File: config.mk
export PLATFORM = sky130hd
export DESIGN_NAME = cms_top
export DESIGN_NICKNAME = d
export VERILOG_FILES = /design/src/include/cms_pkg.sv /design/src/rtl/cms_top.sv /design/src/rtl/cms_copy_seq.sv
export SDC_FILE = /design/constraint.sdc
export NUM_CORES = 1
export LEC_CHECK = 0
export BUFFER_PORTS_ARGS = -buffer_cell sky130_fd_sc_hd__buf_2
export CORE_MARGIN = 3
export CORE_UTILIZATION = 40
export DETAILED_ROUTE_END_ITERATION = 16
export GPL_TIMING_DRIVEN = 1
export PLACE_DENSITY_LB_ADDON = 0.3
export SLEW_MARGIN = 20
export SYNTH_ARGS = -nofsm -noshare
export SYNTH_HDL_FRONTEND = slang
export SYNTH_SLANG_ARGS = --single-unit
File: constraint.sdc
create_clock -name ref_clk_i -period 3.3 [get_ports ref_clk_i]
set_input_delay 0.66 -clock ref_clk_i [delete_from_list [all_inputs] [get_ports ref_clk_i]]
set_output_delay 0.66 -clock ref_clk_i [all_outputs]
set_load 0.05 [all_outputs]
File: src/include/cms_pkg.sv
// Package: register map, field layout and helpers for the message slots
package cms_pkg;
	localparam int NSLOT = 16;
	localparam int SLOT_W = 4;
	localparam int ADDR_W = 8;

	// Byte offsets
	localparam logic [7:0] OFS_SLOT_BASE = 8'h00;
	localparam logic [7:0] OFS_STATUS    = 8'h40;
	localparam logic [7:0] OFS_IRQ_EN    = 8'h44;
	localparam logic [7:0] OFS_CTRL      = 8'h48;

	// Slot control word fields
	localparam int B_TXDONE = 0;
	localparam int B_TXACT  = 1;
	localparam int B_FRESH  = 2;
	localparam int B_UPD    = 3;
	localparam int B_LOST   = 4;
	localparam int B_PEND   = 5;
	localparam int B_REMOTE = 6;
	localparam int B_LOCK   = 7;
	localparam int B_RXREQ  = 8;
	localparam int B_TXREQ  = 9;

	// Status word fields
	localparam int B_SLOT_LO = 0;
	localparam int B_RXSUCC  = 4;
	localparam int B_TXSUCC  = 5;
	localparam int B_RXSTATE = 6;
	localparam int B_TXSTATE = 7;

	// Channel control fields
	localparam int B_LOOP    = 0;
	localparam int B_BERR_EN = 1;

	// Reset values
	localparam logic [15:0] SLOT_VEC_RST = 16'h0000;
	localparam logic [3:0]  SLOT_IDX_RST = 4'h0;
	localparam logic        BIT_RST      = 1'b0;

	// Cycles to copy a received message into slot storage
	localparam int MSG_COPY_CYCLES = 4;

	// Lowest set bit: {found, index}
	function automatic logic [4:0] first_set(input logic [15:0] v);
		logic [4:0] r;
		r = 5'h00;
		for (int i = 15; i >= 0; i--) begin
			if (v[i]) begin
				r = {1'b1, 4'(i)};
			end
		end
		return r;
	endfunction
endpackage

File: src/rtl/cms_top.sv
// Message slot control for one CAN channel: APB registers, rx and tx flow
//
// Local design decisions: the register offsets and the APB register port.
`timescale 1ns/1ps
module cms_top (
	// Clock and reset
	input  wire logic        ref_clk_i,
	input  wire logic        rst_i,
	// APB slave
	input  wire logic        psel_i,
	input  wire logic        penable_i,
	input  wire logic        pwrite_i,
	input  wire logic [7:0]  paddr_i,
	input  wire logic [31:0] pwdata_i,
	output logic [31:0]      prdata_o,
	output logic             pready_o,
	output logic             pslverr_o,
	// Protocol controller events
	input  wire logic        pc_bus_idle_i,
	input  wire logic        pc_sof_i,
	input  wire logic [15:0] pc_id_seen_i,
	input  wire logic [15:0] pc_filter_hit_i,
	input  wire logic        pc_rx_ok_i,
	input  wire logic        pc_rx_remote_i,
	input  wire logic        pc_rx_own_i,
	input  wire logic        pc_arb_lost_i,
	input  wire logic        pc_tx_ok_i,
	input  wire logic        pc_err_passive_i,
	input  wire logic        pc_bus_off_i,
	input  wire logic        pc_bus_err_i,
	input  wire logic        pc_wakeup_i,
	// Protocol controller requests
	output logic             tx_start_o,
	output logic [3:0]       tx_slot_o,
	output logic             tx_remote_o,
	output logic             ack_suppress_o,
	output logic             copy_we_o,
	output logic [3:0]       copy_slot_o,
	// Interrupt requests
	output logic             rx_irq_o,
	output logic             tx_irq_o,
	output logic             err_irq_o,
	output logic             wake_irq_o
);
	// Done pulse lands one cycle after the last write cycle
	localparam int A_COPY_MIN = cms_pkg::MSG_COPY_CYCLES - 3;
	localparam int A_COPY_MAX = cms_pkg::MSG_COPY_CYCLES - 3;

	logic [15:0] txreq_q, rxreq_q, remote_q, lock_q;
	logic [15:0] txdone_q, txact_q, fresh_q, upd_q, lost_q, ien_q;
	logic [3:0]  stat_slot_q, cur_tx_q, rx_idx_q;
	logic        rxsucc_q, txsucc_q, rxstate_q, txstate_q;
	logic        loop_q, berr_en_q, pready_q;
	logic [15:0] elig_tx, elig_rx, slot_wr, pend;
	logic [15:0] ev_rx, ev_start, ev_end, ev_conv, ev_resp;
	logic [4:0]  sel_tx, sel_rx;
	logic        start, rx_take, txact_any, acc_wr, setup, mapped;
	logic        copy_done;
	logic [3:0]  cp_slot;
	logic [31:0] rd_d;

	assign pready_o = pready_q;
	assign txact_any = |txact_q;
	assign pend = remote_q & (txreq_q ^ rxreq_q);

	// APB decode
	assign setup  = psel_i & ~penable_i;
	assign acc_wr = psel_i & penable_i & pready_q & pwrite_i;
	// Misaligned slot addresses are refused, not aliased
	assign slot_wr = (acc_wr && paddr_i[7:6] == 2'b00 &&
		paddr_i[1:0] == 2'b00) ? (16'h0001 << paddr_i[5:2]) : 16'h0000;
	assign mapped = (paddr_i[1:0] == 2'b00) && (paddr_i[7:6] == 2'b00 ||
		paddr_i == cms_pkg::OFS_STATUS || paddr_i == cms_pkg::OFS_IRQ_EN ||
		paddr_i == cms_pkg::OFS_CTRL);

	// Eligibility and lowest-slot selection
	always_comb begin
		for (int j = 0; j < 16; j++) begin
			// Config mode slots take part in neither direction
			elig_tx[j] = txreq_q[j] & ~rxreq_q[j] & ~txdone_q[j] &
				(remote_q[j] | ~lock_q[j]);
			elig_rx[j] = pc_filter_hit_i[j] & rxreq_q[j] & ~txreq_q[j] &
				(remote_q[j] == pc_rx_remote_i) &
				(remote_q[j] | ~lock_q[j]);
		end
	end
	assign sel_tx = cms_pkg::first_set(elig_tx);
	assign sel_rx = cms_pkg::first_set(elig_rx);
	assign start = pc_bus_idle_i & ~txact_any & sel_tx[4];
	assign rx_take = pc_rx_ok_i & sel_rx[4] &
		(~pc_rx_own_i | loop_q);

	// Per-slot events
	always_comb begin
		for (int j = 0; j < 16; j++) begin
			ev_rx[j]    = rx_take && sel_rx[3:0] == 4'(j);
			ev_start[j] = start && sel_tx[3:0] == 4'(j);
			ev_end[j]   = txact_q[j] & (pc_arb_lost_i | pc_tx_ok_i);
			ev_conv[j]  = remote_q[j] & txreq_q[j] & ~rxreq_q[j] &
				((pc_tx_ok_i & ~pc_arb_lost_i & txact_q[j]) |
				(pc_id_seen_i[j] & ~txact_q[j]));
			ev_resp[j]  = ev_rx[j] & remote_q[j];
		end
	end

	// Mode bits: software writes, hardware mode changes win
	always_ff @(posedge ref_clk_i) begin
		if (rst_i) begin
			txreq_q  <= cms_pkg::SLOT_VEC_RST;
			rxreq_q  <= cms_pkg::SLOT_VEC_RST;
			remote_q <= cms_pkg::SLOT_VEC_RST;
			lock_q   <= cms_pkg::SLOT_VEC_RST;
		end else begin
			for (int j = 0; j < 16; j++) begin
				if (slot_wr[j]) begin
					txreq_q[j]  <= pwdata_i[cms_pkg::B_TXREQ];
					rxreq_q[j]  <= pwdata_i[cms_pkg::B_RXREQ];
					remote_q[j] <= pwdata_i[cms_pkg::B_REMOTE];
					lock_q[j]   <= pwdata_i[cms_pkg::B_LOCK];
				end
				if (ev_conv[j]) begin
					txreq_q[j]  <= 1'b0;
					rxreq_q[j]  <= 1'b1;
					remote_q[j] <= 1'b0;
				end
				if (ev_resp[j]) begin
					txreq_q[j]  <= 1'b1;
					rxreq_q[j]  <= 1'b0;
					remote_q[j] <= 1'b0;
				end
			end
		end
	end

	// Transmit flags
	always_ff @(posedge ref_clk_i) begin
		if (rst_i) begin
			txdone_q <= cms_pkg::SLOT_VEC_RST;
			txact_q  <= cms_pkg::SLOT_VEC_RST;
		end else begin
			for (int j = 0; j < 16; j++) begin
				if (slot_wr[j] && !pwdata_i[cms_pkg::B_TXDONE]) begin
					txdone_q[j] <= 1'b0;
				end
				if (txact_q[j] && pc_tx_ok_i && !pc_arb_lost_i) begin
					txdone_q[j] <= 1'b1;
				end
				if (ev_end[j]) begin
					txact_q[j] <= 1'b0;
				end else if (ev_start[j]) begin
					txact_q[j] <= 1'b1;
				end
			end
		end
	end

	// Receive flags; a set in the same cycle beats a software clear
	always_ff @(posedge ref_clk_i) begin
		if (rst_i) begin
			fresh_q <= cms_pkg::SLOT_VEC_RST;
			upd_q   <= cms_pkg::SLOT_VEC_RST;
			lost_q  <= cms_pkg::SLOT_VEC_RST;
		end else begin
			for (int j = 0; j < 16; j++) begin
				if (slot_wr[j] && !pwdata_i[cms_pkg::B_FRESH]) begin
					fresh_q[j] <= 1'b0;
				end
				if (slot_wr[j] && !pwdata_i[cms_pkg::B_LOST]) begin
					lost_q[j] <= 1'b0;
				end
				if (copy_done && cp_slot == 4'(j)) begin
					upd_q[j] <= 1'b0;
				end
				if (ev_rx[j]) begin
					fresh_q[j] <= 1'b1;
					upd_q[j]   <= 1'b1;
					if (fresh_q[j]) begin
						lost_q[j] <= 1'b1;
					end
				end
			end
		end
	end

	// Channel status
	always_ff @(posedge ref_clk_i) begin
		if (rst_i) begin
			stat_slot_q <= cms_pkg::SLOT_IDX_RST;
			rxsucc_q    <= cms_pkg::BIT_RST;
			txsucc_q    <= cms_pkg::BIT_RST;
			rxstate_q   <= cms_pkg::BIT_RST;
			txstate_q   <= cms_pkg::BIT_RST;
		end else begin
			if (rx_take && ien_q[sel_rx[3:0]]) begin
				stat_slot_q <= sel_rx[3:0];
				rxsucc_q    <= 1'b1;
				txsucc_q    <= 1'b0;
			end else if (pc_tx_ok_i && !pc_arb_lost_i && txact_any &&
				ien_q[cur_tx_q]) begin
				stat_slot_q <= cur_tx_q;
				txsucc_q    <= 1'b1;
				rxsucc_q    <= 1'b0;
			end
			if (pc_sof_i && !txact_any) begin
				rxstate_q <= 1'b1;
			end else if (pc_bus_idle_i) begin
				rxstate_q <= 1'b0;
			end
			if (txact_any && (pc_arb_lost_i || pc_tx_ok_i)) begin
				txstate_q <= 1'b0;
			end else if (start) begin
				txstate_q <= 1'b1;
			end
		end
	end

	// Controller requests and interrupts
	always_ff @(posedge ref_clk_i) begin
		if (rst_i) begin
			tx_start_o     <= 1'b0;
			tx_slot_o      <= cms_pkg::SLOT_IDX_RST;
			cur_tx_q       <= cms_pkg::SLOT_IDX_RST;
			rx_idx_q       <= cms_pkg::SLOT_IDX_RST;
			tx_remote_o    <= 1'b0;
			ack_suppress_o <= 1'b0;
			rx_irq_o       <= 1'b0;
			tx_irq_o       <= 1'b0;
			err_irq_o      <= 1'b0;
			wake_irq_o     <= 1'b0;
		end else begin
			tx_start_o <= start;
			rx_idx_q   <= sel_rx[3:0];
			if (start) begin
				tx_slot_o   <= sel_tx[3:0];
				cur_tx_q    <= sel_tx[3:0];
				tx_remote_o <= remote_q[sel_tx[3:0]];
			end
			ack_suppress_o <= loop_q;
			rx_irq_o <= rx_take & ien_q[sel_rx[3:0]];
			tx_irq_o <= pc_tx_ok_i & ~pc_arb_lost_i & txact_any &
				ien_q[cur_tx_q];
			err_irq_o <= pc_err_passive_i | pc_bus_off_i |
				(pc_bus_err_i & berr_en_q);
			wake_irq_o <= pc_wakeup_i;
		end
	end

	// Message copy into slot storage
	cms_copy_seq u_copy (
		.ref_clk_i (ref_clk_i),
		.rst_i     (rst_i),
		.start_i   (rx_take),
		.slot_i    (sel_rx[3:0]),
		.we_o      (copy_we_o),
		.slot_o    (cp_slot),
		.done_o    (copy_done)
	);
	assign copy_slot_o = cp_slot;

	// Channel configuration registers
	always_ff @(posedge ref_clk_i) begin
		if (rst_i) begin
			ien_q     <= cms_pkg::SLOT_VEC_RST;
			loop_q    <= cms_pkg::BIT_RST;
			berr_en_q <= cms_pkg::BIT_RST;
		end else if (acc_wr) begin
			if (paddr_i == cms_pkg::OFS_IRQ_EN) begin
				ien_q <= pwdata_i[15:0];
			end
			if (paddr_i == cms_pkg::OFS_CTRL) begin
				loop_q    <= pwdata_i[cms_pkg::B_LOOP];
				berr_en_q <= pwdata_i[cms_pkg::B_BERR_EN];
			end
		end
	end

	// Read data mux
	always_comb begin
		rd_d = 32'h0000_0000;
		if (paddr_i[7:6] == 2'b00) begin
			rd_d[cms_pkg::B_TXDONE] = txdone_q[paddr_i[5:2]];
			rd_d[cms_pkg::B_TXACT]  = txact_q[paddr_i[5:2]];
			rd_d[cms_pkg::B_FRESH]  = fresh_q[paddr_i[5:2]];
			rd_d[cms_pkg::B_UPD]    = upd_q[paddr_i[5:2]];
			rd_d[cms_pkg::B_LOST]   = lost_q[paddr_i[5:2]];
			rd_d[cms_pkg::B_PEND]   = pend[paddr_i[5:2]];
			rd_d[cms_pkg::B_REMOTE] = remote_q[paddr_i[5:2]];
			rd_d[cms_pkg::B_LOCK]   = lock_q[paddr_i[5:2]];
			rd_d[cms_pkg::B_RXREQ]  = rxreq_q[paddr_i[5:2]];
			rd_d[cms_pkg::B_TXREQ]  = txreq_q[paddr_i[5:2]];
		end else if (paddr_i == cms_pkg::OFS_STATUS) begin
			rd_d[cms_pkg::B_SLOT_LO +: 4] = stat_slot_q;
			rd_d[cms_pkg::B_RXSUCC]  = rxsucc_q;
			rd_d[cms_pkg::B_TXSUCC]  = txsucc_q;
			rd_d[cms_pkg::B_RXSTATE] = rxstate_q;
			rd_d[cms_pkg::B_TXSTATE] = txstate_q;
		end else if (paddr_i == cms_pkg::OFS_IRQ_EN) begin
			rd_d[15:0] = ien_q;
		end else if (paddr_i == cms_pkg::OFS_CTRL) begin
			rd_d[cms_pkg::B_LOOP]    = loop_q;
			rd_d[cms_pkg::B_BERR_EN] = berr_en_q;
		end
	end

	// APB answer in the first cycle of the access phase
	always_ff @(posedge ref_clk_i) begin
		if (rst_i) begin
			pready_q  <= 1'b0;
			pslverr_o <= 1'b0;
			prdata_o  <= 32'h0000_0000;
		end else begin
			pready_q <= setup;
			if (setup) begin
				pslverr_o <= ~mapped;
				prdata_o  <= (mapped && !pwrite_i) ? rd_d : 32'h0000_0000;
			end
		end
	end
endmodule

File: src/rtl/cms_copy_seq.sv
// Sequencer that writes a received message into slot storage
`timescale 1ns/1ps
module cms_copy_seq #(
	parameter int COPY_CYCLES = cms_pkg::MSG_COPY_CYCLES
) (
	// Clock and reset
	input  wire logic       ref_clk_i,
	input  wire logic       rst_i,
	// Request
	input  wire logic       start_i,
	input  wire logic [3:0] slot_i,
	// Storage write and completion
	output logic            we_o,
	output logic [3:0]      slot_o,
	output logic            done_o
);
	typedef enum logic {CMS_IDLE, CMS_COPY} cms_copy_st_t;

	cms_copy_st_t st_q;
	logic [7:0]   cnt_q;

	always_ff @(posedge ref_clk_i) begin
		if (rst_i) begin
			st_q   <= CMS_IDLE;
			cnt_q  <= 8'h00;
			we_o   <= 1'b0;
			slot_o <= cms_pkg::SLOT_IDX_RST;
			done_o <= 1'b0;
		end else begin
			done_o <= 1'b0;
			if (start_i) begin
				// A new message restarts the copy
				st_q   <= CMS_COPY;
				cnt_q  <= 8'(COPY_CYCLES - 1);
				we_o   <= 1'b1;
				slot_o <= slot_i;
			end else begin
				unique case (st_q)
					CMS_IDLE: begin
						we_o <= 1'b0;
					end
					CMS_COPY: begin
						if (cnt_q == 8'h00) begin
							st_q   <= CMS_IDLE;
							we_o   <= 1'b0;
							done_o <= 1'b1;
						end else begin
							cnt_q <= cnt_q - 8'h01;
						end
					end
				endcase
			end
		end
	end
endmodule

==> results.json, run 1 <==
{
  "final_common_cell": "dfxtp_1",
  "synth_cell_types": 74,
  "whs_endpoint": "err_irq_o",
  "power.density_nw_per_um2": 392.8,
  "worst_setup_path_end_kind": "flop",
  "fill_cells": 2803,
  "syn_area_per_cell_um2": 8.282,
  "clk_latency_ps": 530,
  "synthFlopType": "dfxtp_1",
  "grt_pass1_vias": 10930,
  "critical_path_required_ps": 3720,
  "dp_hpwl_mm": 31.14,
  "setup_ws_ps": 128.0,
  "final_cell_mix": "211 x dfxtp_1, 191 x nand2_1, 177 x nor2_1",
  "dr.pass1.iters": 5,
  "die_area_um2": 31940,
  "synth-xor-area-share_pct": 0.4403,
  "ant_nets": 0,
  "antenna_cells": 0,
  "whs_path_depth": 3,
  "final-hold-violation-count": 0,
  "ys_seq_elements": 214,
  "synth_seq_area_share_pct": 35.90,
  "ys_warn_count": 0,
  "ioPinCount": 138,
  "drt_iter0_drc": 1243,
  "cpMaxStageDelayCell": "a2111o_1",
  "place_ws_ps": -497.9,
  "portBuffers": 105,
  "routed_via_density": 5.839,
  "startpoint_type": "flop",
  "synthesis.area_um2": 11930,
  "report.final.slew_viol_count": 0,
  "cts_buffer_depth": 3,
  "crit_chain": "or3_4, a211oi_4, buf_4, nor4_2, a2111o_1, a2111oi_4, buf_4, nor2_4, o22ai_2, nor2_1, o2111ai_4, mux2_4",
  "antenna_found_initial": 2,
  "vias": 11660,
  "overflow": 0,
  "track_usage_pct": 25.41,
  "syn_inst": 1441,
  "worst_slew_pin_slew_ps": 762.0,
  "fmax_ghz": 0.3153,
  "core_um2": 29090,
  "htree_levels": 1,
  "final-seq-area_um2": 4288,
  "status": "completed",
  "numCtsBuffers": 24,
  "cts_tree": "yes",
  "min-delay-start": "pc_bus_off_i",
  "crit_top_cell": "buf_4",
  "crit_fanout": 5,
  "synth_top_area_share_pct": 35.90,
  "min_path_type": "input pin to flop",
  "start_util_pct": 41.02,
  "totalWireLength_mm": 41.65,
  "fin_area_um2": 14270,
  "arrival_ps": 3600,
  "setup_violations": 0,
  "synth_adder_area_share_pct": 1.887,
  "yosysTopAreaCell": "dfxtp_1",
  "clkSinkCount": 214,
  "fin_crit_sh_pct": 96.12,
  "r2r_slack_ps": 130,
  "avgRoutedWirePerCell_um": 20.87,
  "critical_path.top_delay_family": "compound AO/OA/AOI/OAI gates",
  "synthMuxAreaShare_pct": 14.10,
  "path_buf_inv": 2,
  "root_buffer": "clkbuf_16",
  "synth_top_family_by_area": "simple AND/OR/NAND/NOR gates",
  "die_w_um": 178.7,
  "p_leak_nw": 5.524,
  "synth-async-reset-ratio_pct": 0,
  "place.gp.congestion": 0.9875,
  "rr_endpoint": "stat_slot_q[1]",
  "fp-row-count": 62,
  "finalCriticalPeriod_ps": 3172,
  "synth-simple-area-share_pct": 21.87,
  "skew_ps": 25.92,
  "max_stage_delay_ps": 520,
  "drc_errors": 0,
  "syn_to_final_growth_pct": 19.54,
  "clkSlewWorstSetupHoldPaths_ps": 60,
  "synth_compound_area_share_pct": 20.42,
  "ir_worst_vdd_mv": 0.3056,
  "final_nets": 1700,
  "yosys-top-cells-area": "dfxtp_1 36%, mux4_2 8.5%, a21oi_1 6.7%, nand2_1 6.0%, nor2_1 5.6%",
  "r2r_cells": 12,
  "die_h_um": 178.7,
  "placed_area_um2": 13350,
  "relSlewSlack_pct": 49.09,
  "path_class": "flop to flop",
  "multiInputGateArea_um2": 7151,
  "max_cap_violations": 0,
  "synth_edf_count": 0,
  "grt_pass1_wl_mm": 63.11,
  "r2r-start": "lock_q[10]",
  "drive_above_1_share_pct": 21.77,
  "grt_max_degree": 72
}
registers in the layout (all words and copies together) (netlist names), 8 cells and up:
| name | count |
|---|---|
| fresh_q | 16 |
| ien_q | 16 |
| lock_q | 16 |
| lost_q | 16 |
| prdata_o | 16 |
| remote_q | 16 |
| rxreq_q | 16 |
| txact_q | 16 |
| txdone_q | 16 |
| txreq_q | 16 |
| upd_q | 16 |
| u_copy.cnt_q | 8 |
layer usage:
metal | up-vias | part of all wire [%] | wire length, µm | global-route usage (%)
met3 | 91 | 9.6 | 3987 | 5.527
li1 | 5438 | - | - | -
met5 | - | 0.053 | 22 | 0
met1 | 5569 | 42 | 17580 | 34.58
met2 | 553 | 45 | 18570 | 39.84
met4 | 4 | 3.6 | 1493 | 9.026
cell type report:
type                    count  share of cell area (%)
flip-flops and latches    214                   30.06
clock buffers              32                   4.701
repair buffers            220                   10.04
clock inverters            12                  0.8156
inverters                  34                  0.8946
multi-input cells        1100                   50.12
well taps                 384                   3.368
logic make-up after synthesis:
group | count (synthesis)
and+or+nand+nor | 562
adders and majority gates | 18
other | 1
DFF | 214
xor gates and xnor gates | 6
buffers and inverters | 142
AOI/OAI and AO/OA | 389
muxes | 109
synth_stat cells, drive strengths merged (28+ instances only):
cell and instances:
clkbuf 69, a211oi 52, mux2i 53, nor2 179, buf 39, nand3 28, a21oi 160, inv 34
nor2b 28, dfxtp 214, nand2 191, mux4 45, nand2b 39, o21ai 87
worst max path at each step:
stage / startpoint / end / slack, ps / cells after the start
after floorplan: pc_rx_remote_i / stat_slot_q[0] / 10 / 11
after global placement: pc_rx_remote_i / stat_slot_q[1] / -470 / 14
after detailed placement: pc_rx_remote_i / stat_slot_q[1] / -500 / 14
after CTS: pc_rx_remote_i / stat_slot_q[1] / 50 / 14
after global routing: lock_q[11] / stat_slot_q[1] / -1 / 12
final: lock_q[10] / stat_slot_q[1] / 130 / 12
through the flow:
stage                     std cells  util [%]  power (mW)  setup TNS, ps  hold slack (ps)
final                          1996     49.04       5.604              0            340.8
after global routing           1996     49.04       5.757         -1.091            329.7
after CTS                      1991     48.58       5.633              0            326.6
after detailed placement       1947     45.88       2.995         -11160            445.7
after global placement         1947     45.88       2.992          -9185            437.4
after floorplan                1456         -       2.872              0            435.7
what timing repair did:
| item | CTS | global route |
|---|---|---|
| endpoints found under the setup margin | 0 | 8 |
| hold buffers | 0 | 0 |
| setup buffers | 0 | 5 |
| gates resized for setup | 0 | 20 |
where the power goes:
group          switching [mW]  internal (mW)  total, mW
clock network            1.14           1.52       2.66
logic                   0.256          0.100      0.357
registers             0.00178           2.59       2.59
total                    1.40           4.21       5.60
worst register-to-register path: cells and delay by family (launching register included):
| family | cells | cell delay [ps] |
|---|---|---|
| and+or+nand+nor | 4 | 560 |
| buffers and inverters | 2 | 350 |
| AOI/OAI and AO/OA | 5 | 1520 |
| muxes | 1 | 330 |
| DFF | 1 | 330 |
No activity file was read; power rests on OpenSTA's default activity.
==> run 2, diff against run 1 <==
--- a/config.mk
+++ b/config.mk
@@ -16,2 +16,3 @@
 export SYNTH_HDL_FRONTEND = slang
+export SYNTH_HIERARCHICAL = 1
 export SYNTH_SLANG_ARGS = --single-unit
--- a/constraint.sdc
+++ b/constraint.sdc
@@ -3,2 +3,2 @@
 set_output_delay 0.66 -clock ref_clk_i [all_outputs]
-set_load 0.05 [all_outputs]
+set_load 0.1 [all_outputs]
==> run 2 against run 1 <==
Net effect:
- clock skew shrank 5.5 ps
- utilization grew 0.75 points
- fmax rose by 0.47%
- count of clock-buffer cells in the layout rose by 1
- largest power group unchanged
- critical path depth did not move
- area after synthesis increased by 1.4%
- sequential power about the same
- combinational power increased by 15%
- sequential share of layout area down 1.1 points
- critical endpoint is now stat_slot_q[2]
==> results.json, run 2 <==
{
  "clkSlewWorstSetupHoldPaths_ps": 60,
  "grt_max_degree": 68,
  "portBuffers": 105,
  "track_usage_pct": 25.10,
  "yosys-top-cells-area": "dfxtp_1 35%, mux4_2 8.6%, a21oi_1 6.0%, nand2_1 6.0%, nor2_1 5.2%",
  "synth_top_area_share_pct": 35.42,
  "antenna_found_initial": 1,
  "startpoint_type": "flop",
  "avgRoutedWirePerCell_um": 20.92,
  "skew_ps": 20.38,
  "htree_levels": 1,
  "die_area_um2": 32360,
  "syn_area_per_cell_um2": 8.325,
  "layoutNonFillerInstCount": 2043,
  "worst_setup_path_end_kind": "flop",
  "fmax_ghz": 0.3167,
  "cts_resized": 0,
  "syn_inst": 1453,
  "cts_hold_buf": 0,
  "power_mw": 6.310,
  "vias": 12110,
  "final-hold-violation-count": 0,
  "fin_crit_sh_pct": 95.67,
  "fin_area_um2": 14800,
  "power.density_nw_per_um2": 426.4,
  "relSlewSlack_pct": 56.13,
  "setup_violations": 0,
  "synthFlopType": "dfxtp_1",
  "clk_latency_ps": 540,
  "arrival_ps": 3600,
  "synth-async-reset-ratio_pct": 0,
  "fp-row-count": 63,
  "crit_fanout": 4,
  "routed_via_density": 5.928,
  "overflow": 0,
  "final_nets": 1738,
  "report.final.slew_viol_count": 0,
  "ys_warn_count": 6,
  "numCtsBuffers": 26,
  "drt_iter0_drc": 1287,
  "syn_to_final_growth_pct": 22.33,
  "post_cts_buffers": 0,
  "fill_cells": 2831,
  "max_stage_delay_ps": 490,
  "rsz0062_at_grt": "no",
  "place.gp.congestion": 0.9301,
  "synth_most_common_cell": "dfxtp_1",
  "fin_hold_ws_ps": 334.4,
  "synth_seq_area_share_pct": 35.42,
  "drc_errors": 0,
  "ioPinCount": 138,
  "ant_nets": 0,
  "totalWireLength_mm": 42.75,
  "status": "completed",
  "start_util_pct": 40.71,
  "p_leak_nw": 5.761,
  "final_cell_mix": "214 x dfxtp_1, 192 x nand2_1, 167 x nor2_1",
  "cts_buffer_depth": 3,
  "clkSinkCount": 214,
  "placed_area_um2": 13760,
  "synth_edf_count": 0,
  "synth_cell_types": 77,
  "die_w_um": 179.9,
  "root_buffer": "clkbuf_16",
  "ir_worst_vdd_mv": 0.3339,
  "synthesis.area_um2": 12100,
  "die_h_um": 179.9,
  "dp.cells": 1994,
  "final_common_cell": "dfxtp_1",
  "grt_pass1_wl_mm": 65.07,
  "cts_tree": "yes",
  "drive_above_1_share_pct": 22.94,
  "ys_seq_elements": 214,
  "ys_top_cells_by_count": "214 x dfxtp_1, 192 x nand2_1, 167 x nor2_1, 145 x a21oi_1, 77 x o21ai_0",
  "path_buf_inv": 2,
  "core_um2": 29720,
  "finalCriticalPeriod_ps": 3157,
  "yosysTopAreaCell": "dfxtp_1",
  "dp_hpwl_mm": 32.12,
  "grt_pass1_vias": 11160,
  "cpMaxStageDelayCell": "or4_4",
  "path_class": "flop to flop",
  "worst_slew_pin_slew_ps": 653.0,
  "min_path_type": "input pin to flop",
  "critical_path.top_delay_family": "simple AND/OR/NAND/NOR gates",
  "critical_path_required_ps": 3750,
  "max_cap_violations": 0,
  "crit_chain": "or3_1, a211oi_4, a21oi_1, or2_1, and3_4, o21ai_4, inv_2, or4_4, a32oi_4, buf_4, nor3_1, a211oi_1",
  "dr.pass1.iters": 6
}
## run 2: cell type report
class                           instances  area, µm²  share of cell area [%]
Inverter                               34      127.6                  0.8624
Timing Repair Buffer                  239       1605                   10.85
Clock buffer                           33      706.9                   4.777
Clock inverter                         15      289.0                   1.953
Sequential cell                       214       4284                   28.95
Multi-Input combinational cell       1117       7295                   49.29
Tap cell                              390      488.0                   3.298
Antenna cell                            1      2.502                 0.01691
## run 2: kinds of logic (layout without fill, tap and decap cells)
kind of cell | Yosys count | count (layout) | share of synthesized area, %
AO/OA/AOI/OAI | 393 | 393 | 20.90
buffers and inverters | 137 | 321 | 5.099
flip-flops | 214 | 214 | 35.42
other | 1 | 17 | 0.03100
multiplexers | 112 | 112 | 14.20
adder cells (fa/ha/maj) | 18 | 18 | 1.862
AND/OR/NAND/NOR | 578 | 578 | 22.49
## run 2: worst min-delay path, stage by stage
cell,delay [ps]
buf_2,80
a211oi_1,40
nor2_1,70
## run 2: metrics by stage
step	setup TNS, ps	setup slack (ps)	utilization (%)
2_1_floorplan	0	3.999	-
6_report	0	142.8	49.80
5_1_grt	0	3.102	49.79
3_5_place_dp	-5740	-460.1	46.32
4_1_cts	0	97.67	49.67
3_3_place_gp	-4480	-417.3	46.32
## run 2: where the power goes
group / switching [mW] / leakage (nW) / total (mW) / internal [mW]
Clock: 1.17 / 0.486 / 3.31 / 2.14
Combinational: 0.306 / 3.55 / 0.411 / 0.105
Sequential: 0.00211 / 1.72 / 2.59 / 2.59
Total: 1.48 / 5.76 / 6.31 / 4.83
## run 2: final timing paths
path | slack [ps] | cells after the start | startpoint | endpoint
setup / recovery | 140 | 12 | lock_q[8] | stat_slot_q[2]
hold / removal | 330 | 3 | pc_bus_off_i | err_irq_o
setup reg to reg | 140 | 12 | lock_q[8] | stat_slot_q[2]
hold reg to reg | 460 | 2 | prdata_o[9] | prdata_o[9]
## run 2: layer usage
metal | part of all wire (%) | global-route usage [%] | vias to the layer above
met2 | 44 | 39.49 | 566
met5 | 0.028 | 0 | -
met1 | 44 | 35.43 | 5842
met4 | 3.8 | 8.571 | 2
li1 | - | - | 5606
met3 | 7.9 | 3.662 | 94
